<file path="src/verilog/line_maint_pkg.sv">
// Purpose: Constants for the line maintenance and interrupt control block
// Assumes: Register index N sits at byte address 4*N on AXI4-Lite
// Notes: Field positions are bit numbers inside each 8-bit register
package line_maint_pkg;
  // Register indices
  localparam logic [7:0] IDX_RX_CODE = 8'h28;
  localparam logic [7:0] IDX_LOOP = 8'h2b;
  localparam logic [7:0] IDX_MAINT = 8'h2c;
  localparam logic [7:0] IDX_CNT_CTL = 8'h31;
  localparam logic [7:0] IDX_TERM = 8'h32;
  localparam logic [7:0] IDX_LINE_IE = 8'h33;
  localparam logic [7:0] IDX_EVENT_IE = 8'h34;
  localparam logic [7:0] IDX_LINE_STAT = 8'h36;
  localparam logic [7:0] IDX_LINE_IS = 8'h3a;
  localparam logic [7:0] IDX_EVENT_IS = 8'h3b;
  localparam logic [7:0] IDX_CNT_HI = 8'h3c;
  localparam logic [7:0] IDX_CNT_LO = 8'h3d;
  // Writable bit masks
  localparam logic [7:0] RX_CODE_MASK = 8'h01;
  localparam logic [7:0] LOOP_MASK = 8'h37;
  localparam logic [7:0] MAINT_MASK = 8'h1c;
  localparam logic [7:0] CNT_CTL_MASK = 8'h5f;
  localparam logic [7:0] TERM_MASK = 8'h3f;
  localparam logic [7:0] LINE_MASK = 8'h05;
  localparam logic [7:0] EVENT_MASK = 8'h77;
  localparam logic [7:0] TERM_RESET = 8'h04;
  // Field positions
  localparam int B_DIG2 = 0;
  localparam int B_ANALOG = 1;
  localparam int B_REMOTE = 2;
  localparam int B_SYS_REMOTE = 4;
  localparam int B_SYS_LOCAL = 5;
  localparam int B_TX_ONES = 2;
  localparam int B_RX_ONES = 3;
  localparam int B_LOSS_CRIT = 4;
  localparam int B_TRANSFER = 0;
  localparam int B_MODE = 1;
  localparam int F_CNT_EN = 2;
  localparam int B_ZERO_DEF = 4;
  localparam int B_INJECT = 6;
  localparam int F_RX_TERM = 0;
  localparam int F_TX_TERM = 3;
  localparam int B_LOS = 0;
  localparam int B_DF = 2;
  localparam int B_CNTOV = 0;
  localparam int B_VIOL = 1;
  localparam int B_ZRUN = 2;
  localparam int B_RXJ = 4;
  localparam int B_TXJ = 5;
  localparam int B_PSUM = 6;
  // Line criteria, in bit intervals
  localparam logic [10:0] LOS_DECLARE_SHORT = 11'd175;
  localparam logic [10:0] LOS_DECLARE_LONG = 11'd1544;
  localparam logic [7:0] LOS_WINDOW = 8'd128;
  localparam logic [7:0] LOS_MIN_MARKS = 8'd16;
  localparam logic [6:0] LOS_MAX_ZEROS = 7'd100;
  localparam logic [6:0] ZRUN_B8ZS = 7'd8;
  localparam logic [6:0] ZRUN_AMI_ANSI = 7'd15;
  localparam logic [6:0] ZRUN_AMI_FCC = 7'd80;
  localparam logic [1:0] CNT_EN_CODE = 2'b01;
  // Auto report period
  localparam int REPORT_PERIOD_NS = 1000000000;
  localparam int CLK_PERIOD_NS = 5;
  localparam int REPORT_CYCLES = REPORT_PERIOD_NS / CLK_PERIOD_NS;
  localparam logic [1:0] RESP_OKAY = 2'b00;
  localparam logic [1:0] RESP_SLVERR = 2'b10;
endpackage

</file>
<file path="src/verilog/line_maint_int_control.sv">
// Purpose: Loopback, loss-of-signal, all-ones, excess-zero counting and interrupt control
// Assumes: Line inputs come from datapath logic on aclk; bit ticks mark one bit interval
// Notes: 8-bit registers in the low byte of each AXI4-Lite word
//
// The implementer's own choice: the AXI4-Lite register port.
`timescale 1ns/1ps
`default_nettype none

// What this block does
// - System local and remote loopbacks follow bits
// - Remote, analog, digital2 loopbacks follow own bits
// - Declare loss after 175 or 1544 intervals
// - Clear loss: level, density, short zero runs
// - Receive all ones on loss when enabled
// - Transmit all ones on loss when enabled
// - One violation per inject bit rising edge
// - Zero run limit 15 AMI, 8 B8ZS
// - Alternate definition: 80 AMI, B8ZS 8
// - Count zero runs only with field 01
// - Manual mode copies count on transfer edge
// - Auto mode copies count every second
// - Transfer bit ignored outside manual mode
// - Transmit termination decode, 1xx reserved
// - Receive termination 1xx selects external network
// - Driver fail and loss flags gated by enables
// - Event flags gated by individual enables
// - Counter overflow flag gated by enable
// - Flags stay set until written one
// - Line code select picks zero run limit
module line_maint_int_control import line_maint_pkg::*; #(
  parameter int unsigned REPORT_CYC = REPORT_CYCLES
) (
  input wire logic aclk, // 200 MHz clock
  input wire logic aresetn, // Synchronous reset
  input wire logic [11:0] s_axi_awaddr, // Write address
  input wire logic s_axi_awvalid, // Write address valid
  output logic s_axi_awready, // Write address ready
  input wire logic [31:0] s_axi_wdata, // Write data
  input wire logic [3:0] s_axi_wstrb, // Byte enables
  input wire logic s_axi_wvalid, // Write data valid
  output logic s_axi_wready, // Write data ready
  output logic [1:0] s_axi_bresp, // Write response
  output logic s_axi_bvalid, // Write response valid
  input wire logic s_axi_bready, // Write response ready
  input wire logic [11:0] s_axi_araddr, // Read address
  input wire logic s_axi_arvalid, // Read address valid
  output logic s_axi_arready, // Read address ready
  output logic [31:0] s_axi_rdata, // Read data
  output logic [1:0] s_axi_rresp, // Read response
  output logic s_axi_rvalid, // Read data valid
  input wire logic s_axi_rready, // Read data ready
  input wire logic rx_bit_tick, // One receive bit interval
  input wire logic rx_data_in, // Received mark this interval
  input wire logic rx_level_low, // Level under declare threshold
  input wire logic rx_level_recovered, // Level above clear threshold
  input wire logic tx_bit_tick, // One transmit bit interval
  input wire logic tx_data_in, // Transmit bit
  input wire logic driver_fail_status, // Driver failure level
  input wire logic pulse_sum_event, // Pulse sum overflow pulse
  input wire logic tx_jitter_fifo_event, // Transmit jitter FIFO slip
  input wire logic rx_jitter_fifo_event, // Receive jitter FIFO slip
  input wire logic violation_event, // Received bipolar violation
  output logic system_local_loop_en, // Loopback enable
  output logic system_remote_loop_en, // Loopback enable
  output logic remote_loop_en, // Loopback enable
  output logic analog_loop_en, // Loopback enable
  output logic digital_loop2_en, // Loopback enable
  output logic signal_loss, // Loss of signal state
  output logic rx_data_out, // Receive bit after substitution
  output logic tx_data_out, // Transmit bit after substitution
  output logic tx_violation, // Send this bit as a violation
  output logic [3:0] tx_match_sel, // One-hot 75/120/100/110 ohm
  output logic [3:0] rx_match_sel, // One-hot 75/120/100/110 ohm
  output logic rx_external_match, // Internal matching bypassed
  output logic irq // Interrupt, active high
);

  typedef struct packed {
    logic aw_got;
    logic [11:0] aw_addr;
    logic w_got;
    logic [7:0] w_data;
    logic w_strb;
    logic bvalid;
    logic [1:0] bresp;
    logic rvalid;
    logic [7:0] rdata;
    logic [1:0] rresp;
    logic [7:0] rx_code;
    logic [7:0] loop;
    logic [7:0] maint;
    logic [7:0] cnt_ctl;
    logic [7:0] term;
    logic [7:0] line_ie;
    logic [7:0] event_ie;
    logic [7:0] line_is;
    logic [7:0] event_is;
    logic [15:0] cnt_hold;
    logic [15:0] err_cnt;
    logic [31:0] sec_cnt;
    logic los;
    logic [10:0] low_run;
    logic [6:0] win_cnt;
    logic [7:0] win_marks;
    logic [6:0] win_zrun;
    logic [6:0] win_zmax;
    logic [6:0] exz_run;
    logic inj_pending;
    logic rx_out;
    logic tx_out;
    logic tx_viol;
    logic df_prev;
  } st_t;

  st_t s_ff;
  st_t nxt_s;
  logic commit;
  logic xfer;
  logic cnt_inc;

  ////////////////////////////////////////////////////////////////////////
  always_comb begin
    logic [7:0] widx;
    logic [7:0] ridx;
    logic [7:0] line_clr;
    logic [7:0] ev_clr;
    logic [7:0] line_set;
    logic [7:0] ev_set;
    logic [10:0] los_thr;
    logic [6:0] exz_thr;
    logic [6:0] zr;
    logic [6:0] zm;
    logic [7:0] mk;
    logic exz_hit;
    los_thr = LOS_DECLARE_SHORT;
    exz_thr = ZRUN_B8ZS;
    exz_hit = 1'b0;
    widx = s_ff.aw_addr[9:2];
    ridx = s_axi_araddr[9:2];
    line_clr = 8'h00;
    ev_clr = 8'h00;
    line_set = 8'h00;
    ev_set = 8'h00;
    zr = 7'h00;
    zm = 7'h00;
    mk = 8'h00;
    nxt_s = s_ff;
    xfer = 1'b0;
    // Write channel: address and data taken in either order
    if (s_axi_awvalid && !s_ff.aw_got) begin
      nxt_s.aw_got = 1'b1;
      nxt_s.aw_addr = s_axi_awaddr;
    end
    if (s_axi_wvalid && !s_ff.w_got) begin
      nxt_s.w_got = 1'b1;
      nxt_s.w_data = s_axi_wdata[7:0];
      nxt_s.w_strb = s_axi_wstrb[0];
    end
    if (s_ff.bvalid && s_axi_bready) begin
      nxt_s.bvalid = 1'b0;
    end
    commit = s_ff.aw_got && s_ff.w_got && !s_ff.bvalid;
    if (commit) begin
      nxt_s.aw_got = 1'b0;
      nxt_s.w_got = 1'b0;
      nxt_s.bvalid = 1'b1;
      nxt_s.bresp = RESP_OKAY;
      if (s_ff.aw_addr[11:10] != 2'b00) begin
        nxt_s.bresp = RESP_SLVERR;
      end else if (s_ff.w_strb) begin
        case (widx)
          IDX_RX_CODE: nxt_s.rx_code = s_ff.w_data & RX_CODE_MASK;
          IDX_LOOP: nxt_s.loop = s_ff.w_data & LOOP_MASK;
          IDX_MAINT: nxt_s.maint = s_ff.w_data & MAINT_MASK;
          IDX_CNT_CTL: nxt_s.cnt_ctl = s_ff.w_data & CNT_CTL_MASK;
          IDX_TERM: nxt_s.term = s_ff.w_data & TERM_MASK;
          IDX_LINE_IE: nxt_s.line_ie = s_ff.w_data & LINE_MASK;
          IDX_EVENT_IE: nxt_s.event_ie = s_ff.w_data & EVENT_MASK;
          IDX_LINE_IS: line_clr = s_ff.w_data & LINE_MASK;
          IDX_EVENT_IS: ev_clr = s_ff.w_data & EVENT_MASK;
          IDX_LINE_STAT, IDX_CNT_HI, IDX_CNT_LO: nxt_s.bresp = RESP_OKAY;
          default: nxt_s.bresp = RESP_SLVERR;
        endcase
      end
    end
    // Edges are seen at the write itself, so holding the bit high does nothing more
    if (commit && s_ff.w_strb && widx == IDX_CNT_CTL && s_ff.aw_addr[11:10] == 2'b00) begin
      if (s_ff.w_data[B_INJECT] && !s_ff.cnt_ctl[B_INJECT]) begin
        nxt_s.inj_pending = 1'b1;
      end
      if (s_ff.w_data[B_TRANSFER] && !s_ff.cnt_ctl[B_TRANSFER] && !s_ff.cnt_ctl[B_MODE]) begin
        xfer = 1'b1;
      end
    end
    // Read channel: data stands one cycle after the address is taken
    if (s_ff.rvalid && s_axi_rready) begin
      nxt_s.rvalid = 1'b0;
    end
    if (s_axi_arvalid && !s_ff.rvalid) begin
      nxt_s.rvalid = 1'b1;
      nxt_s.rresp = RESP_OKAY;
      nxt_s.rdata = 8'h00;
      if (s_axi_araddr[11:10] != 2'b00) begin
        nxt_s.rresp = RESP_SLVERR;
      end else begin
        case (ridx)
          IDX_RX_CODE: nxt_s.rdata = s_ff.rx_code;
          IDX_LOOP: nxt_s.rdata = s_ff.loop;
          IDX_MAINT: nxt_s.rdata = s_ff.maint;
          IDX_CNT_CTL: nxt_s.rdata = s_ff.cnt_ctl;
          IDX_TERM: nxt_s.rdata = s_ff.term;
          IDX_LINE_IE: nxt_s.rdata = s_ff.line_ie;
          IDX_EVENT_IE: nxt_s.rdata = s_ff.event_ie;
          IDX_LINE_STAT: nxt_s.rdata = {5'h00, s_ff.df_prev, 1'b0, s_ff.los};
          IDX_LINE_IS: nxt_s.rdata = s_ff.line_is;
          IDX_EVENT_IS: nxt_s.rdata = s_ff.event_is;
          IDX_CNT_HI: nxt_s.rdata = s_ff.cnt_hold[15:8];
          IDX_CNT_LO: nxt_s.rdata = s_ff.cnt_hold[7:0];
          default: nxt_s.rresp = RESP_SLVERR;
        endcase
      end
    end

    // Loss of signal declare and clear
    los_thr = s_ff.maint[B_LOSS_CRIT] ? LOS_DECLARE_LONG : LOS_DECLARE_SHORT;
    if (rx_bit_tick && !s_ff.los) begin
      if (!rx_level_low) begin
        nxt_s.low_run = 11'h000;
      end else if (s_ff.low_run == los_thr - 11'd1) begin
        nxt_s.los = 1'b1;
        nxt_s.low_run = 11'h000;
        nxt_s.win_cnt = 7'h00;
        nxt_s.win_marks = 8'h00;
        nxt_s.win_zrun = 7'h00;
        nxt_s.win_zmax = 7'h00;
      end else begin
        nxt_s.low_run = s_ff.low_run + 11'd1;
      end
    end else if (rx_bit_tick) begin
      zr = rx_data_in ? 7'h00 : (s_ff.win_zrun == 7'h7f ? 7'h7f : s_ff.win_zrun + 7'd1);
      zm = (zr > s_ff.win_zmax) ? zr : s_ff.win_zmax;
      mk = s_ff.win_marks + {7'h00, rx_data_in};
      nxt_s.win_cnt = s_ff.win_cnt + 7'd1;
      nxt_s.win_marks = mk;
      nxt_s.win_zrun = zr;
      nxt_s.win_zmax = zm;
      // A weak level anywhere in the window restarts the whole judgement
      if (!rx_level_recovered || {1'b0, s_ff.win_cnt} == LOS_WINDOW - 8'd1) begin
        nxt_s.win_cnt = 7'h00;
        nxt_s.win_marks = 8'h00;
        nxt_s.win_zrun = 7'h00;
        nxt_s.win_zmax = 7'h00;
        if (rx_level_recovered && mk >= LOS_MIN_MARKS && zm < LOS_MAX_ZEROS) begin
          nxt_s.los = 1'b0;
        end
      end
    end

    // Receive and transmit substitution, violation injection
    if (rx_bit_tick) begin
      nxt_s.rx_out = (s_ff.los && s_ff.maint[B_RX_ONES]) ? 1'b1 : rx_data_in;
    end
    if (tx_bit_tick) begin
      nxt_s.tx_out = (s_ff.los && s_ff.maint[B_TX_ONES]) ? 1'b1 : tx_data_in;
      nxt_s.tx_viol = s_ff.inj_pending;
      nxt_s.inj_pending = nxt_s.inj_pending && !s_ff.inj_pending;
    end

    // Excess-zero detection, counting and reporting
    exz_thr = !s_ff.rx_code[0] ? ZRUN_B8ZS :
      (s_ff.cnt_ctl[B_ZERO_DEF] ? ZRUN_AMI_FCC : ZRUN_AMI_ANSI);
    exz_hit = rx_bit_tick && !rx_data_in && s_ff.exz_run == exz_thr;
    if (rx_bit_tick) begin
      nxt_s.exz_run = rx_data_in ? 7'h00 :
        (s_ff.exz_run == 7'h7f ? 7'h7f : s_ff.exz_run + 7'd1);
    end
    cnt_inc = exz_hit && s_ff.cnt_ctl[F_CNT_EN +: 2] == CNT_EN_CODE;
    if (cnt_inc) begin
      nxt_s.err_cnt = s_ff.err_cnt + 16'd1;
    end
    if (s_ff.cnt_ctl[B_MODE]) begin
      if (s_ff.sec_cnt == REPORT_CYC - 1) begin
        nxt_s.sec_cnt = 32'h0;
        xfer = 1'b1;
      end else begin
        nxt_s.sec_cnt = s_ff.sec_cnt + 32'd1;
      end
    end else begin
      nxt_s.sec_cnt = 32'h0;
    end
    if (xfer) begin
      nxt_s.cnt_hold = s_ff.err_cnt;
    end

    // Sticky flags; a set in the same cycle as a clear wins
    line_set[B_LOS] = nxt_s.los && !s_ff.los;
    line_set[B_DF] = driver_fail_status && !s_ff.df_prev;
    ev_set[B_CNTOV] = cnt_inc && s_ff.err_cnt == 16'hffff;
    ev_set[B_VIOL] = violation_event;
    ev_set[B_ZRUN] = exz_hit;
    ev_set[B_RXJ] = rx_jitter_fifo_event;
    ev_set[B_TXJ] = tx_jitter_fifo_event;
    ev_set[B_PSUM] = pulse_sum_event;
    nxt_s.df_prev = driver_fail_status;
    nxt_s.line_is = (s_ff.line_is & ~line_clr) | line_set;
    nxt_s.event_is = (s_ff.event_is & ~ev_clr) | ev_set;
  end

  always_ff @(posedge aclk) begin
    if (!aresetn) begin
      s_ff <= '0;
      s_ff.term <= TERM_RESET;
    end else begin
      s_ff <= nxt_s;
    end
  end

  ////////////////////////////////////////////////////////////////////////
  assign s_axi_awready = !s_ff.aw_got;
  assign s_axi_wready = !s_ff.w_got;
  assign s_axi_bvalid = s_ff.bvalid;
  assign s_axi_bresp = s_ff.bresp;
  assign s_axi_arready = !s_ff.rvalid;
  assign s_axi_rvalid = s_ff.rvalid;
  assign s_axi_rdata = {24'h000000, s_ff.rdata};
  assign s_axi_rresp = s_ff.rresp;
  assign system_local_loop_en = s_ff.loop[B_SYS_LOCAL];
  assign system_remote_loop_en = s_ff.loop[B_SYS_REMOTE];
  assign remote_loop_en = s_ff.loop[B_REMOTE];
  assign analog_loop_en = s_ff.loop[B_ANALOG];
  assign digital_loop2_en = s_ff.loop[B_DIG2];
  assign signal_loss = s_ff.los;
  assign rx_data_out = s_ff.rx_out;
  assign tx_data_out = s_ff.tx_out;
  assign tx_violation = s_ff.tx_viol;
  // Reserved transmit codes select no impedance at all
  assign tx_match_sel = s_ff.term[F_TX_TERM + 2] ? 4'h0 : 4'h1 << s_ff.term[F_TX_TERM +: 2];
  assign rx_match_sel = s_ff.term[F_RX_TERM + 2] ? 4'h0 : 4'h1 << s_ff.term[F_RX_TERM +: 2];
  assign rx_external_match = s_ff.term[F_RX_TERM + 2];
  assign irq = |(s_ff.line_is & s_ff.line_ie) || |(s_ff.event_is & s_ff.event_ie);

  logic [10:0] los_thr_chk;
  assign los_thr_chk = s_ff.maint[B_LOSS_CRIT] ? 11'd1544 : 11'd175;
endmodule

`default_nettype wire

</file>
<file path="config.mk">
export PLATFORM = sky130hd
export DESIGN_NAME = line_maint_int_control
export DESIGN_NICKNAME = d
export VERILOG_FILES = /design/src/verilog/line_maint_pkg.sv /design/src/verilog/line_maint_int_control.sv
export SDC_FILE = /design/constraint.sdc
export NUM_CORES = 1
export LEC_CHECK = 0
export BUFFER_PORTS_ARGS = -buffer_cell sky130_fd_sc_hd__buf_2
export CAP_MARGIN = 10
export CORE_MARGIN = 5
export CORE_UTILIZATION = 59
export DETAILED_ROUTE_END_ITERATION = 8
export GPL_ROUTABILITY_DRIVEN = 0
export GPL_TIMING_DRIVEN = 1
export PLACE_DENSITY = 0.93
export SETUP_SLACK_MARGIN = 0.02
export SKIP_LAST_GASP = 1
export SYNTH_ARGS = -nofsm -noshare
export SYNTH_HDL_FRONTEND = slang
export SYNTH_SLANG_ARGS = --single-unit
</file>
<file path="constraint.sdc">
create_clock -name aclk -period 4.3 [get_ports aclk]
set_input_delay 0.86 -clock aclk [delete_from_list [all_inputs] [get_ports aclk]]
set_output_delay 0.86 -clock aclk [all_outputs]
set_load 0.005 [all_outputs]
</file>
==> Word level (Yosys, flattened, before mapping) <==
Index checks and enable logic that the tools add are counted.
W data, S select, Z words.
{ "classes": {"shifts": 2, "n_mul": 0, "mux": 51, "addsub": 8, "bitwise_logic": 11, "order_cmp": 3, "reduce_logical": 59, "eq_ne": 34, "n_div": 0} }
{ "op_table": {"columns": ["operator", "n"], "rows": [
  ["$eq A8 B6 Y1 const B", 24],
  ["$mux W29", 5],
  ["$pmux W8 S12", 1],
  ["$mux W7", 10],
  ["$mux W11", 4],
  ["$add A32 B1 Y32 const B", 1],
  ["$eq A32 B28 Y1 const B", 1],
  ["$reduce_and A4 Y1", 7],
  ["$logic_and A1 B1 Y1", 25],
  ["$mux W8", 3],
  ["$reduce_or A12 Y1", 2],
  ["$add A7 B1 Y7 const B", 3],
  ["$eq A7 B7 Y1 const B", 3],
  ["$mux W1", 17],
  ["$add A16 B1 Y16 const B", 1],
  ["$and A8 B8 Y8", 2],
  ["$eq A16 B16 Y1 const B", 1],
  ["$not A8 Y8", 2],
  ["$reduce_or A8 Y1", 2],
  ["$logic_not A1 Y1", 12],
  ["$mux W3", 4],
  ["$add A11 B1 Y11 const B", 1],
  ["$eq A11 B11 Y1", 1],
  ["$sub A11 B1 Y11 const B", 1],
  ["other kinds (22)", 35]
]} }
{ "word_totals": {"elab_cells": 202, "inputBits": 78, "latchBits": 0, "mem_bits_ro": 0, "ram_bits": 0, "out_inout_bits": 60, "register_bits": 198, "n_memories": 0} }

==> Longest topological paths before layout <==
{ "depth": {"ltp_word": 13, "ltp_mapped": 12, "ltp_nobuf": 12} }

==> Worst setup path after synthesis <==
Ideal clock, no wire load.
{ "synth_path": {"kind": "input-to-reg", "from": "in rx_data_in", "to": "reg s_ff[15] (netlist name)", "path_buffers": 2, "setup_slack_ns": 1.130, "t_arrival_ns": 3.094, "t_required_ns": 4.224, "cell_stages": 10, "path_cell_list": "clkbuf_1 > buf_1 > a31oi_1 > ha_1 > and3_1 > o311ai_0 > o211ai_2 > nand2_1 > or4_1 > a21boi_0"} }
{ "synth_via": {"elab_chain_len": 6} }
{ "synth_lines": {"columns": ["element", "line_no", "source"], "rows": [
  ["from (decl)", "line_maint_int_control.sv:53", "input wire logic rx_data_in,"],
  ["$mux W7 (*)", "line_maint_int_control.sv:240", "zr = rx_data_in ? 7'h00 : (s_ff.win_zrun == 7'h7f ? 7'h7f : s_ff.win_zrun + 7'd1);"],
  ["$gt A7 B7 Y1", "line_maint_int_control.sv:241", "zm = (zr > s_ff.win_zmax) ? zr : s_ff.win_zmax;"],
  ["$mux W7 (*)", "line_maint_int_control.sv:241", null],
  ["$mux W29 (*)", "line_maint_int_control.sv:248", "if (!rx_level_recovered || {1'b0, s_ff.win_cnt} == LOS_WINDOW - 8'd1) begin"],
  ["$mux W29 (*)", "line_maint_int_control.sv:239", "end else if (rx_bit_tick) begin"],
  ["$mux W29 (*)", "line_maint_int_control.sv:226", "if (rx_bit_tick && !s_ff.los) begin"],
  ["to (signal assigned)", "line_maint_int_control.sv:314", "s_ff <= nxt_s;"],
  ["to (decl)", "line_maint_int_control.sv:115", "st_t s_ff;"]
]} }
Mark *: on every way between the ends. The rest lies on a longest branch, timed or not. The select of a mux whose other input is x is not followed.
A chain may end at the register's enable or synchronous reset.

==> Worst setup path in the final report <==
{ "layout_path": {"from": "reg s_ff[19] (netlist name)", "to": "reg s_ff[17] (netlist name)"} }
{ "layout_via": {"elab_chain_len": 8} }
{ "layout_lines": {"columns": ["element", "line_no"], "rows": [
  ["$add A7 B1 Y7 / $eq A7 B7 Y1 (equally long branches)", "line_maint_int_control.sv:240"],
  ["$mux W7 (*) (2 in series)", "line_maint_int_control.sv:240"],
  ["$gt A7 B7 Y1", "line_maint_int_control.sv:241"],
  ["$mux W7 (*)", "line_maint_int_control.sv:241"],
  ["$mux W29 (*)", "line_maint_int_control.sv:248"],
  ["$mux W29 (*)", "line_maint_int_control.sv:239"],
  ["$mux W29 (*)", "line_maint_int_control.sv:226"]
]} }
Marked as above.

==> results.sh <==
export IMPL_cts_resized=0
export IMPL_route_met2_wl_mm=10.6
export IMPL_path_cells="ha_1, and4_1, nand3_1, a21oi_1, ha_1, nor2b_1, o311ai_0, o211ai_2, a21oi_1, o21ai_0, a21boi_0"
export IMPL_cts_root_buf="clkbuf_16"
export IMPL_fin_hold_ws_ns=0.445
export IMPL_fp_dieH_um=137
export IMPL_slew_violations=0
export IMPL_cp_slowest_cell="o311ai_0"
export IMPL_ir_worst_vdd_v=0.000335
export IMPL_finalPower_mw=3.67
export IMPL_clockBufferDepth=2
export IMPL_synthCells=1096
export IMPL_fin_skew_ns=0.00861
export IMPL_wl_per_cell_um=16.8
export IMPL_cts_sinks=186
export IMPL_criticalPathCategory="flip-flop to flip-flop"
export IMPL_maxSlewHeadroom_pct=27.5
export IMPL_totalWireLength_mm=23.0
export IMPL_rsz0062_at_grt="no"
export IMPL_grt_pass1_vias=7685
export IMPL_fin_area_mm2=0.0105
export IMPL_power_density_mw_per_mm2=350
export IMPL_die_w_um=137
export IMPL_ys_seq_area_share_pct=39.2
export IMPL_areaGrowthSynthToFinish_pct=10.3
export IMPL_synth_top_area_cell="dfxtp_1"
export IMPL_max_clock_freq_mhz=289
export IMPL_yosysUniqueCellTypes=78
export IMPL_synth_area_mm2=0.00951
export IMPL_setup_viol=0
export IMPL_critPathRequiredTime_ns=4.66
export IMPL_cpPeakStageDelay_ns=0.53
export IMPL_multi_input_area_mm2=0.00533
export IMPL_drive_above_1_share_pct=12.0
export IMPL_postCtsSetupBuffers=0
export IMPL_grt_max_degree=75
export IMPL_wl_met3_mm=2.12
export IMPL_synth_seq_cells=186
export IMPL_setup_tns_ns=0
export IMPL_mostFrequentLayoutCell="dfxtp_1"
export IMPL_yosys_warnings=0
export IMPL_nFillCells=1201
export IMPL_postPlaceCellArea_mm2=0.00983
export IMPL_synth_flop_cell="dfxtp_1"
export IMPL_start_kind="flip-flop"
export IMPL_cp_arrival_ns=3.82
export IMPL_clk_pin_slew_ns=0.07
export IMPL_period_needed_ns=3.47
export IMPL_crit_family="compound AO/OA/AOI/OAI gates"
export IMPL_drtAntennaViolNets=0
export IMPL_antenna_found_initial=2
export IMPL_layout_nets=1232
export IMPL_drtIter0Drc=962
export IMPL_tightest_slew_ns=1.09
export IMPL_p_leak_nw=4.11
export IMPL_grt_ovfl_total=0
export IMPL_num_rows=46
export IMPL_vias=8144
export IMPL_avgSynthCellArea_um2=8.67
export IMPL_endpoint_kind="flip-flop"
export IMPL_hold_viol=0
export IMPL_drv_cap=0
export IMPL_critPathMaxFanout=7
export IMPL_num_io_pins=138
export IMPL_place_port_buffers=79
export IMPL_cts_buffers=17
export IMPL_insertion_delay_ns=0.44
export IMPL_h_tree_depth=4
export IMPL_holdCritPathClass="flip-flop to flip-flop"
export IMPL_synth_edf_count=0
export IMPL_initial_core_util_pct=60.1
export IMPL_drc_errors=0
export IMPL_drtPass1Iterations=7
export IMPL_top_layer="met5"
export IMPL_hpwl_mm=15.6
export IMPL_fin_util_pct=66.2
export IMPL_yosys_top_cells_area="dfxtp_1 39%, mux2i_1 5.7%, nor2b_1 5.3%, nand2_1 3.8%, xor2_1 3.6%"
export IMPL_mostFrequentLayoutCells="186 x dfxtp_1, 97 x nand2_1, 86 x nor2_1"
export IMPL_fp_coreArea_mm2=0.0158
export IMPL_seqCellArea_mm2=0.00372
export IMPL_grt_pass1_wl_mm=37.5
export IMPL_status="completed"
export IMPL_crit_buf_inv=0
export IMPL_grt_usage_pct=24.8
export IMPL_die_area_mm2=0.0187
export IMPL_cts_tree="done"
export IMPL_via_per_inst=5.94
export IMPL_yosysTopAreaCellShare_pct=39.2
export IMPL_period_share_pct=80.6
export IMPL_synthArstFlopShare_pct=0
export IMPL_hold_buffers=0
export IMPL_wl_met1_mm=9.46
## per-layer routing
metal | vias up | GRT usage [%]
met5 | - | 0
met4 | 2 | 8.59
met3 | 72 | 6.51
met2 | 383 | 41.3
met1 | 3791 | 30.9
li1 | 3896 | -
## stage by stage
stage,setup slack (ns),cells
finish,0.834,1370
global route,0.595,1369
CTS,0.938,1368
detailed placement,0.744,1336
global placement,0.964,1336
floorplan,1.13,1121
## flip-flops by register name, indices dropped and copies added (netlist names)
name / flops
analog_loop_en: 1
digital_loop2_en: 1
remote_loop_en: 1
rx_data_out: 1
rx_external_match: 1
s_axi_bresp: 1
s_axi_bvalid: 1
s_axi_rdata: 8
s_axi_rresp: 1
s_axi_rvalid: 1
s_ff: 164
signal_loss: 1
system_local_loop_en: 1
system_remote_loop_en: 1
tx_data_out: 1
tx_violation: 1
## cell type report
cell class	instances	share of cell area (%)
tap	216	2.58
sequential	186	35.5
clock buffer	20	4.45
inverter	26	0.931
antenna	1	0.0239
multi-input combinational	828	50.8
clock inverter	12	1.77
timing repair buffer	81	3.91
## path summary, 6_finish.rpt
| check | start | end | slack [ns] | cells after the start |
|---|---|---|---|---|
| worst max-delay path | s_ff[19] | s_ff[17] | 0.83 | 11 |
| worst min-delay path | s_ff[53] | s_ff[53] | 0.45 | 1 |
| worst max register to register | s_ff[19] | s_ff[17] | 0.83 | 11 |
| worst min register to register | s_ff[53] | s_ff[53] | 0.45 | 1 |
## power breakdown
group | switching (mW) | internal (mW)
Sequential | 0.0281 | 1.74
Clock | 0.691 | 1.03
Combinational | 0.105 | 0.0721
Total | 0.824 | 2.84
## cell families (layout without fill, tap and decap cells)
family | after synthesis | count (layout) | share of synthesized area [%]
simple gates | 487 | 487 | 28.4
compound gates | 187 | 187 | 13.4
flops | 186 | 186 | 39.2
buf+inv | 107 | 139 | 5.75
mux | 59 | 59 | 6.28
xor+xnor | 55 | 55 | 5.07
fa+ha+maj | 14 | 14 | 1.84
other cells | 1 | 27 | 0.0395
## cells in the mapped netlist (all sizes together), types with 4 or more instances
master	count
and2	23
a211oi	4
inv	26
buf	43
nor2	86
or3	11
nor2b	81
nand2b	10
a22oi	19
or4	9
mux2	5
o211ai	4
a21oi	40
nand3b	6
ha	14
and4	7
and3	21
a21o	4
nor3	24
nor3b	15
clkbuf	38
nand3	47
nand4	16
a21boi	37
a31oi	8
mux2i	54
and3b	4
nand2	97
nor4b	4
nor4	8
or3b	5
dfxtp	186
o21ai	37
xnor2	16
or2	4
xor2	39
Power figures use the tool's default switching activity.
